**src/common/rtcv_pkg.sv**
```systemverilog
// Package with codes, masks and value layouts of the clock value windows
package rtcv_pkg;

    ////////////////////////////////////////////////////////////////////////
    // Access select codes on the register port
    localparam logic [2:0] SEL_TIMER_HIGH = 3'h0;   // Timer high window
    localparam logic [2:0] SEL_TIMER_LOW  = 3'h1;   // Timer low window
    localparam logic [2:0] SEL_ALARM_HIGH = 3'h2;   // Alarm high window
    localparam logic [2:0] SEL_ALARM_LOW  = 3'h3;   // Alarm low window
    localparam logic [2:0] SEL_TIMER_PTR  = 3'h4;   // Timer pointer field
    localparam logic [2:0] SEL_ALARM_CFG  = 3'h5;   // Alarm config, pointer field

    ////////////////////////////////////////////////////////////////////////
    // Pointer values shared by timer and alarm windows
    localparam logic [1:0] PTR_MIN_SEC  = 2'h0;     // Minute / second
    localparam logic [1:0] PTR_WD_HR    = 2'h1;     // Weekday / hour
    localparam logic [1:0] PTR_MTH_DAY  = 2'h2;     // Month / day
    localparam logic [1:0] PTR_NONE     = 2'h3;     // Nothing here
    localparam logic [1:0] PTR_STEP     = 2'h1;     // Decrement step
    localparam logic [1:0] PTR_RESET    = 2'h0;     // Pointer after reset

    ////////////////////////////////////////////////////////////////////////
    // Implemented bits of each value register
    localparam logic [7:0] MASK_WEEKDAY = 8'h07;    // Weekday digit, bits 2-0
    localparam logic [7:0] MASK_HOUR    = 8'h3F;    // Tens 5-4, ones 3-0
    localparam logic [7:0] MASK_MINUTE  = 8'h7F;    // Tens 6-4, ones 3-0
    localparam logic [7:0] MASK_SECOND  = 8'h7F;    // Tens 6-4, ones 3-0
    localparam logic [7:0] MASK_MONTH   = 8'h1F;    // Tens bit 4, ones 3-0
    localparam logic [7:0] MASK_DAY     = 8'h3F;    // Tens 5-4, ones 3-0
    localparam logic [7:0] MASK_PTR     = 8'h03;    // Pointer field bits 1-0
    localparam logic [7:0] VALUE_RESET  = 8'h00;    // Value after reset
    localparam logic [7:0] READ_ZERO    = 8'h00;    // Unimplemented read

    ////////////////////////////////////////////////////////////////////////
    // Value carriers
    typedef struct packed {
        logic [7:0] weekday;                        // Weekday digit
        logic [7:0] hour;                           // Hour digits
        logic [7:0] minute;                         // Minute digits
        logic [7:0] second;                         // Second digits
    } rtcv_time_s;

    typedef struct packed {
        logic [7:0] month;                          // Alarm month digits
        logic [7:0] day;                            // Alarm day digits
        logic [7:0] weekday;                        // Alarm weekday digit
        logic [7:0] hour;                           // Alarm hour digits
    } rtcv_alarm_s;

endpackage : rtcv_pkg

```
**src/rtcv_top.sv**
```systemverilog
// Timer and alarm BCD value registers behind pointer-selected windows
module rtcv_top
    import rtcv_pkg::*;
(
    input  wire logic        CLK_SYS_IN,            // 40 MHz system clock
    input  wire logic        RST_IN,                // Async reset, high
    input  wire logic        CE_IN,                 // Clock enable
    input  wire logic        WR_UNLOCK_IN,          // Timer and alarm write unlock level
    input  wire logic [2:0]  ACC_SEL_IN,            // Register select
    input  wire logic        ACC_RD_IN,             // Read strobe
    input  wire logic        ACC_WR_IN,             // Write strobe
    input  wire logic [7:0]  ACC_WDATA_IN,          // Write data
    output logic      [7:0]  ACC_RDATA_OUT,         // Read data, registered
    output logic      [1:0]  TIMER_PTR_OUT,         // Timer value pointer
    output logic      [1:0]  ALARM_PTR_OUT,         // Alarm value pointer
    output rtcv_time_s       TIME_VALUE_OUT,        // Timer values
    output rtcv_alarm_s      ALARM_VALUE_OUT        // Alarm compare values
);

    ////////////////////////////////////////////////////////////////////////
    // Access decode
    logic       acc_rd;                             // Read taken this cycle
    logic       acc_wr;                             // Write taken this cycle
    logic       hit_th;                             // Timer high selected
    logic       hit_tl;                             // Timer low selected
    logic       hit_ah;                             // Alarm high selected
    logic       hit_al;                             // Alarm low selected
    logic       wr_ok;                              // Write passes the lock
    logic [1:0] timer_value_pointer_r;              // Timer pointer
    logic [1:0] timer_value_pointer_nxt;            // Its next value
    logic [1:0] alarm_value_pointer_r;              // Alarm pointer
    logic [1:0] alarm_value_pointer_nxt;            // Its next value
    logic [7:0] rdata_nxt;                          // Read mux output
    logic       we_weekday;                         // Write enables
    logic       we_hour;
    logic       we_minute;
    logic       we_second;
    logic       we_amonth;
    logic       we_aday;
    logic       we_awd;
    logic       we_ahr;

    // Strobes count only while the clock enable is high
    assign acc_rd = CE_IN && ACC_RD_IN;
    assign acc_wr = CE_IN && ACC_WR_IN;
    assign hit_th = (ACC_SEL_IN == SEL_TIMER_HIGH);
    assign hit_tl = (ACC_SEL_IN == SEL_TIMER_LOW);
    assign hit_ah = (ACC_SEL_IN == SEL_ALARM_HIGH);
    assign hit_al = (ACC_SEL_IN == SEL_ALARM_LOW);
    assign wr_ok  = acc_wr && WR_UNLOCK_IN;

    ////////////////////////////////////////////////////////////////////////
    // Write enables per value register
    // Timer windows decode on the timer pointer
    assign we_weekday = wr_ok && hit_th && (timer_value_pointer_r == PTR_WD_HR);
    assign we_hour    = wr_ok && hit_tl && (timer_value_pointer_r == PTR_WD_HR);
    assign we_minute  = wr_ok && hit_th && (timer_value_pointer_r == PTR_MIN_SEC);
    assign we_second  = wr_ok && hit_tl && (timer_value_pointer_r == PTR_MIN_SEC);
    // Alarm values only through alarm windows and alarm pointer
    assign we_amonth  = wr_ok && hit_ah && (alarm_value_pointer_r == PTR_MTH_DAY);
    assign we_aday    = wr_ok && hit_al && (alarm_value_pointer_r == PTR_MTH_DAY);
    assign we_awd     = wr_ok && hit_ah && (alarm_value_pointer_r == PTR_WD_HR);
    assign we_ahr     = wr_ok && hit_al && (alarm_value_pointer_r == PTR_WD_HR);

    ////////////////////////////////////////////////////////////////////////
    // Value storage, one masked register each
    rtcv_value_reg #(.WIDTH(8), .MASK(MASK_WEEKDAY)) u_weekday (
        .clk_in   (CLK_SYS_IN),
        .rst_in   (RST_IN),
        .ce_in    (CE_IN),
        .wr_en_in (we_weekday),
        .wdata_in (ACC_WDATA_IN),
        .q_out    (TIME_VALUE_OUT.weekday)
    );
    rtcv_value_reg #(.WIDTH(8), .MASK(MASK_HOUR)) u_hour (
        .clk_in   (CLK_SYS_IN),
        .rst_in   (RST_IN),
        .ce_in    (CE_IN),
        .wr_en_in (we_hour),
        .wdata_in (ACC_WDATA_IN),
        .q_out    (TIME_VALUE_OUT.hour)
    );
    rtcv_value_reg #(.WIDTH(8), .MASK(MASK_MINUTE)) u_minute (
        .clk_in   (CLK_SYS_IN),
        .rst_in   (RST_IN),
        .ce_in    (CE_IN),
        .wr_en_in (we_minute),
        .wdata_in (ACC_WDATA_IN),
        .q_out    (TIME_VALUE_OUT.minute)
    );
    rtcv_value_reg #(.WIDTH(8), .MASK(MASK_SECOND)) u_second (
        .clk_in   (CLK_SYS_IN),
        .rst_in   (RST_IN),
        .ce_in    (CE_IN),
        .wr_en_in (we_second),
        .wdata_in (ACC_WDATA_IN),
        .q_out    (TIME_VALUE_OUT.second)
    );
    rtcv_value_reg #(.WIDTH(8), .MASK(MASK_MONTH)) u_amonth (
        .clk_in   (CLK_SYS_IN),
        .rst_in   (RST_IN),
        .ce_in    (CE_IN),
        .wr_en_in (we_amonth),
        .wdata_in (ACC_WDATA_IN),
        .q_out    (ALARM_VALUE_OUT.month)
    );
    rtcv_value_reg #(.WIDTH(8), .MASK(MASK_DAY)) u_aday (
        .clk_in   (CLK_SYS_IN),
        .rst_in   (RST_IN),
        .ce_in    (CE_IN),
        .wr_en_in (we_aday),
        .wdata_in (ACC_WDATA_IN),
        .q_out    (ALARM_VALUE_OUT.day)
    );
    rtcv_value_reg #(.WIDTH(8), .MASK(MASK_WEEKDAY)) u_awd (
        .clk_in   (CLK_SYS_IN),
        .rst_in   (RST_IN),
        .ce_in    (CE_IN),
        .wr_en_in (we_awd),
        .wdata_in (ACC_WDATA_IN),
        .q_out    (ALARM_VALUE_OUT.weekday)
    );
    rtcv_value_reg #(.WIDTH(8), .MASK(MASK_HOUR)) u_ahr (
        .clk_in   (CLK_SYS_IN),
        .rst_in   (RST_IN),
        .ce_in    (CE_IN),
        .wr_en_in (we_ahr),
        .wdata_in (ACC_WDATA_IN),
        .q_out    (ALARM_VALUE_OUT.hour)
    );

    ////////////////////////////////////////////////////////////////////////
    // Pointer next values; a high-window access steps down and sticks at 00
    // The step happens even for a locked write, since the access itself
    // is what advances the pointer, not the stored data
    always_comb begin
        timer_value_pointer_nxt = timer_value_pointer_r;
        if (acc_wr && (ACC_SEL_IN == SEL_TIMER_PTR)) begin
            timer_value_pointer_nxt = ACC_WDATA_IN[1:0];
        end else if ((acc_rd || acc_wr) && hit_th &&
                     (timer_value_pointer_r != PTR_MIN_SEC)) begin
            timer_value_pointer_nxt = timer_value_pointer_r - PTR_STEP;
        end
    end

    always_comb begin
        alarm_value_pointer_nxt = alarm_value_pointer_r;
        if (acc_wr && (ACC_SEL_IN == SEL_ALARM_CFG)) begin
            alarm_value_pointer_nxt = ACC_WDATA_IN[1:0];
        end else if ((acc_rd || acc_wr) && hit_ah &&
                     (alarm_value_pointer_r != PTR_MIN_SEC)) begin
            alarm_value_pointer_nxt = alarm_value_pointer_r - PTR_STEP;
        end
    end

    // Pointer registers
    always_ff @(posedge CLK_SYS_IN or posedge RST_IN) begin
        if (RST_IN) begin
            timer_value_pointer_r <= PTR_RESET;
            alarm_value_pointer_r <= PTR_RESET;
        end else if (CE_IN) begin
            timer_value_pointer_r <= timer_value_pointer_nxt;
            alarm_value_pointer_r <= alarm_value_pointer_nxt;
        end
    end

    assign TIMER_PTR_OUT = timer_value_pointer_r;
    assign ALARM_PTR_OUT = alarm_value_pointer_r;

    ////////////////////////////////////////////////////////////////////////
    // Read mux: selected register before the pointer steps
    // Slots for year, month, day and alarm minute/second live elsewhere,
    // so they read as zero here
    always_comb begin
        rdata_nxt = READ_ZERO;
        unique case (ACC_SEL_IN)
            SEL_TIMER_HIGH: begin
                if (timer_value_pointer_r == PTR_WD_HR) begin
                    rdata_nxt = TIME_VALUE_OUT.weekday;
                end else if (timer_value_pointer_r == PTR_MIN_SEC) begin
                    rdata_nxt = TIME_VALUE_OUT.minute;
                end
            end
            SEL_TIMER_LOW: begin
                if (timer_value_pointer_r == PTR_WD_HR) begin
                    rdata_nxt = TIME_VALUE_OUT.hour;
                end else if (timer_value_pointer_r == PTR_MIN_SEC) begin
                    rdata_nxt = TIME_VALUE_OUT.second;
                end
            end
            SEL_ALARM_HIGH: begin
                if (alarm_value_pointer_r == PTR_MTH_DAY) begin
                    rdata_nxt = ALARM_VALUE_OUT.month;
                end else if (alarm_value_pointer_r == PTR_WD_HR) begin
                    rdata_nxt = ALARM_VALUE_OUT.weekday;
                end
            end
            SEL_ALARM_LOW: begin
                if (alarm_value_pointer_r == PTR_MTH_DAY) begin
                    rdata_nxt = ALARM_VALUE_OUT.day;
                end else if (alarm_value_pointer_r == PTR_WD_HR) begin
                    rdata_nxt = ALARM_VALUE_OUT.hour;
                end
            end
            SEL_TIMER_PTR: rdata_nxt = {6'h00, timer_value_pointer_r};
            SEL_ALARM_CFG: rdata_nxt = {6'h00, alarm_value_pointer_r};
            default:       rdata_nxt = READ_ZERO;   // Unmapped select codes
        endcase
    end

    // Read data holds until the next read
    always_ff @(posedge CLK_SYS_IN or posedge RST_IN) begin
        if (RST_IN) begin
            ACC_RDATA_OUT <= READ_ZERO;
        end else if (acc_rd) begin
            ACC_RDATA_OUT <= rdata_nxt;
        end
    end
endmodule : rtcv_top

```
**src/rtcv_value_reg.sv**
```systemverilog
// One masked BCD value register with write enable
module rtcv_value_reg
    import rtcv_pkg::*;
#(
    parameter int         WIDTH = 8,                // Register width
    parameter logic [7:0] MASK  = 8'hFF             // Implemented bits
) (
    input  wire logic             clk_in,           // System clock
    input  wire logic             rst_in,           // Async reset, high
    input  wire logic             ce_in,            // Clock enable
    input  wire logic             wr_en_in,         // Accepted write
    input  wire logic [WIDTH-1:0] wdata_in,         // Write data
    output logic      [WIDTH-1:0] q_out             // Stored value
);

    ////////////////////////////////////////////////////////////////////////
    // Storage; bits outside the mask never hold a one, so reads see zero
    always_ff @(posedge clk_in or posedge rst_in) begin
        if (rst_in) begin
            q_out <= VALUE_RESET[WIDTH-1:0];
        end else if (ce_in && wr_en_in) begin
            q_out <= wdata_in & MASK[WIDTH-1:0];
        end
    end

endmodule : rtcv_value_reg

```
**config.mk**
```make
export PLATFORM = sky130hd
export DESIGN_NAME = rtcv_top
export DESIGN_NICKNAME = d
export VERILOG_FILES = /design/src/common/rtcv_pkg.sv /design/src/rtcv_top.sv /design/src/rtcv_value_reg.sv
export SDC_FILE = /design/constraint.sdc
export NUM_CORES = 1
export LEC_CHECK = 0
export ABC_AREA = 1
export BUFFER_PORTS_ARGS = -buffer_cell sky130_fd_sc_hd__buf_2
export CORE_ASPECT_RATIO = 0.6
export CORE_MARGIN = 1.5
export CORE_UTILIZATION = 30
export DETAILED_ROUTE_END_ITERATION = 8
export GPL_TIMING_DRIVEN = 0
export PLACE_DENSITY_LB_ADDON = 0.05
export RECOVER_POWER = 50
export SETUP_SLACK_MARGIN = 0.3
export SLEW_MARGIN = 30
export SYNTH_ARGS = -nofsm -noshare
export SYNTH_HDL_FRONTEND = slang
export SYNTH_SLANG_ARGS = --single-unit
```
**constraint.sdc**
```tcl
create_clock -name CLK_SYS_IN -period 4.1 [get_ports CLK_SYS_IN]
set_input_delay 0.41 -clock CLK_SYS_IN [delete_from_list [all_inputs] [get_ports CLK_SYS_IN]]
set_output_delay 0.41 -clock CLK_SYS_IN [all_outputs]
set_load 0.005 [all_outputs]
```
==> out/summary.log <==
INFO  timing         timing.final.setup_violations=0
INFO  power_and_ir_drop vdd.ir_drop.worst=231uV
INFO  drt            drt_iter0_drc=148
INFO  floorplanning  fp.dieArea=10,400um^2
INFO  grt            groute.usage.overall=0.176
INFO  timing         setup_tns=0ns
INFO  grt            grt_start_max_net_pins=29
INFO  floorplanning  placeableCoreArea=9320um^2
INFO  setup_path     reg_to_reg_critical_path_endpoint=ACC_RDATA_OUT[5]
INFO  timing         relSlewSlack=-0.0372
INFO  cts            insertion_delay=0.29ns
INFO  power_and_ir_drop power_frac_comb=0.319
INFO  placed_design  placement.cell_area=3530um^2
INFO  yosys          area_fraction_of_the_dominant_cell_type_after_synthesis=0.462
INFO  drt            wl=8.63mm
INFO  power_and_ir_drop power.static_leakage=0.00198uW
INFO  yosys          synth.top_cells.by_area=sky130_fd_sc_hd__dfrtp_1, sky130_fd_sc_hd__nand2_1, sky130_fd_sc_hd__o21ai_2
INFO  timing         rsz0062_at_grt=no
INFO  cts            clock_tree.buffer_depth=2
INFO  timing         hold_slack=0.375ns
INFO  yosys          register_area_share_after_synthesis=0.462
INFO  drt            drt_pass1_iterations=4
INFO  power_and_ir_drop power_frac_seq=0.411
INFO  setup_path     reg2regPathDepth=11
INFO  timing         report.final.slew_viol_count=29
INFO  yosys          synth_simple_gate_area_share=0.272
INFO  power_and_ir_drop switching_share=0.359
INFO  cts            postCtsSetupRepairBufs=0
INFO  power_and_ir_drop cell_internal_pwr=1150uW
INFO  timing         finClkSkew=0.00816ns
INFO  finish         final_nets=487
INFO  setup_path     cp-start-kind=primary input
INFO  finish         n_antenna_cell=0
INFO  setup_path     timing.critical_path.slowest_cell_delay=1.20ns
INFO  run_status     violations=max-capacitance violations, max-slew violations
INFO  timing         timing_worst_slew_pin_value=1.56ns
INFO  setup_path     path_max_fanout=28
INFO  worst_hold_path hold_path_class=in -> async
INFO  cts            cts_hold_buf=0
INFO  drt            final_antenna_net_count=0
INFO  cts            post_cts_resized=0
INFO  yosys          post_synth_arst_share=1.00
INFO  yosys          post_synth.cell_area_avg=7.97um^2
INFO  finish         syn2layout_area_growth=25.5%
INFO  finish         multi_input_area=1340um^2
INFO  power_and_ir_drop p_switching=645uW
INFO  yosys          synth.cells.most_frequent=sky130_fd_sc_hd__nand2_1, sky130_fd_sc_hd__dfrtp_1, sky130_fd_sc_hd__nand3_1, sky130_fd_sc_hd__o21ai_2, sky130_fd_sc_hd__buf_4
INFO  run_status     status=finished with violations
INFO  timing         max_freq=0.426GHz
INFO  job            maxCapViolations=1
INFO  yosys          synthXorXnorAreaFrac=0
INFO  yosys          ys_seq_elements=54
INFO  yosys          synth-edff-count=0
INFO  yosys          synthDominantAreaCellType=sky130_fd_sc_hd__dfrtp_1
INFO  floorplanning  die_h=79.5um
INFO  cts            clkSinkCount=54
INFO  finish         filler_cell_count=1,026
INFO  cts            cts_made_buffers=5
INFO  placed_design  io_buffer_count=69
INFO  yosys          netlist_area=2930um^2
INFO  grt            antenna_found_initial=0
INFO  yosys          syn_inst=367
INFO  drt            route.vias.total=2,593
INFO  finish         drive_above_1_share=0.288
INFO  setup_path     required=4.22ns
INFO  timing         timing.final.hold_violations=0
INFO  power_and_ir_drop clock_power_share=0.271
INFO  setup_path     critical_path.reg2reg.startpoint=TIMER_PTR_OUT[0]
INFO  placed_design  globalplace.congestion=0.811
INFO  cts            ctsRootBufferMaster=sky130_fd_sc_hd__clkbuf_16
INFO  yosys          synthAdderAreaFrac=0.0214
INFO  grt            grt-ovfl-total=0
INFO  finish         ff_latch_area=1350um^2
INFO  setup_path     critical_path_class=in -> async
INFO  floorplanning  io_pins=93
INFO  yosys          yosys-mux-area-fraction=0
INFO  timing         finalWorstPathRequiredPeriod=2.35ns
INFO  setup_path     critical_path.cell_chain=buf_2 -> clkinvlp_2 -> clkbuf_1
INFO  cts            cts_tree=built
INFO  grt            grt_pass1_vias=2,408
INFO  finish         final_cell_area=3670um^2
INFO  cts            cts.reportedPaths.clkPinSlew=0.07ns
INFO  power_and_ir_drop cell_pwr_density=490nW/um^2
INFO  placed_design  dpl.hpwl=6.70mm
INFO  setup_path     crit_path_end_kind=async pin
INFO  yosys          largest_family_of_logic_cells_by_synthesized_area=simple AND/OR/NAND/NOR gates
INFO  setup_path     worstPathArrival=2.47ns
INFO  floorplanning  fp-row-count=27
INFO  setup_path     r2r_setup_slack=2.15ns
INFO  yosys          ys_dominant_reg_cell=sky130_fd_sc_hd__dfrtp_1
INFO  yosys          synth_compound_area_frac=0.136
INFO  setup_path     slowest_stage=sky130_fd_sc_hd__clkbuf_1
INFO  drt            viasPerCell=4.35
INFO  yosys          ys_types=25
INFO  drt            drcViolationCount=0
INFO  cts            cts_max_level=2
INFO  floorplanning  dieWidth=130um
INFO  drt            drt-wirelength-per-cell=14.5um
INFO  yosys          synth-warning-count=0
INFO  grt            global_route_wire_length_before_repair=13.5mm
INFO  floorplanning  initial_core_util=0.314
INFO  yosys          synth.most_common_cell=sky130_fd_sc_hd__nand2_1
INFO  timing         final_min_period_over_clock_period=0.572
## sequential cells by signal, summed over array words and instances (netlist names)
name,count
ACC_RDATA_OUT,7
u_minute.q_out,7
u_second.q_out,7
u_aday.q_out,6
u_ahr.q_out,6
u_hour.q_out,6
u_amonth.q_out,5
u_awd.q_out,3
u_weekday.q_out,3
ALARM_PTR_OUT,2
TIMER_PTR_OUT,2
## cells in the final DEF (no fill, tap or decap)
cell                           n
sky130_fd_sc_hd__a21oi_1       2
sky130_fd_sc_hd__buf_2        64
sky130_fd_sc_hd__buf_4        25
sky130_fd_sc_hd__buf_6         1
sky130_fd_sc_hd__bufinv_16     1
sky130_fd_sc_hd__clkbuf_1     14
sky130_fd_sc_hd__clkbuf_16     5
sky130_fd_sc_hd__clkinv_1      1
sky130_fd_sc_hd__clkinvlp_2    1
sky130_fd_sc_hd__conb_1       22
sky130_fd_sc_hd__dfrtp_1      54
sky130_fd_sc_hd__ha_1          5
sky130_fd_sc_hd__inv_1        21
sky130_fd_sc_hd__inv_2         1
sky130_fd_sc_hd__nand2_1     136
sky130_fd_sc_hd__nand2_2       1
sky130_fd_sc_hd__nand3_1      26
sky130_fd_sc_hd__nand3_2       1
sky130_fd_sc_hd__nand4_1       2
sky130_fd_sc_hd__nor2_1       20
sky130_fd_sc_hd__nor2_2        5
sky130_fd_sc_hd__nor3_2        2
sky130_fd_sc_hd__o211ai_1      1
sky130_fd_sc_hd__o21ai_0      19
sky130_fd_sc_hd__o21ai_1       8
sky130_fd_sc_hd__o21ai_2      26
sky130_fd_sc_hd__o21bai_2      1
sky130_fd_sc_hd__o22ai_1       1
## metal layers
| metal | vias to the layer above | track usage | wire (um) |
|---|---|---|---|
| met5 | - | 0 | 0 |
| met4 | 0 | 0.0297 | 22 |
| met3 | 2 | 0.0355 | 432 |
| met2 | 61 | 0.229 | 3280 |
| met1 | 1195 | 0.289 | 4890 |
| li1 | 1335 | - | - |
## logic make-up (layout without fill, tap and decap cells)
group                      after synthesis  in the layout
and+or+nand+nor                        193            193
AOI/OAI and AO/OA                       58             58
adders and majority gates                5              5
buffers and inverters                   56            134
DFF                                     54             54
other                                    1             22
## how the worst max path moves through the flow
stage                     start            endpoint  slack (ns)  depth (start not counted)
2_1_floorplan            RST_IN    ACC_RDATA_OUT[0]        2.38                          1
3_3_place_gp             RST_IN  u_weekday.q_out[0]        1.54                          2
3_5_place_dp   TIMER_PTR_OUT[0]    ACC_RDATA_OUT[5]        2.21                         11
4_1_cts        TIMER_PTR_OUT[0]    ACC_RDATA_OUT[5]        2.18                         11
5_1_grt                  RST_IN    ACC_RDATA_OUT[6]        1.21                          3
6_report                 RST_IN    ACC_RDATA_OUT[6]        1.75                          3
## critical path: cells and delay by family
kind	cells	cell delay [ns]
buffers and inverters	3	2.04
## cell type report
| type | instances | area share |
|---|---|---|
| tap | 130 | 0.0443 |
| timing repair buffer | 70 | 0.0927 |
| clock buffer | 7 | 0.0361 |
| multi-input combinational | 278 | 0.365 |
| clock inverter | 1 | 0.00818 |
| inverter | 24 | 0.0249 |
| buffer | 32 | 0.0610 |
| sequential | 54 | 0.368 |
## per-stage QoR
step | instances | power (uW) | setup WS (ns) | util
final | 596 | 1800 | 1.75 | 0.394
after detailed placement | 588 | 1330 | 2.21 | 0.379
after global placement | 587 | 1320 | 1.54 | 0.377
after CTS | 596 | 1830 | 2.18 | 0.397
after global routing | 596 | 1940 | 1.21 | 0.394
after floorplan | 388 | 1080 | 2.38 | -
## power by group through the flow
| stage | Sequential [uW] | Clock [uW] | Combinational, uW |
|---|---|---|---|
| after floorplan | 738 | 0 | 343 |
| after global placement | 749 | 0 | 568 |
| after detailed placement | 750 | 0 | 580 |
| after CTS | 740 | 504 | 582 |
| after global routing | 757 | 528 | 658 |
| final | 738 | 486 | 573 |
Power figures use the tool's default switching activity.
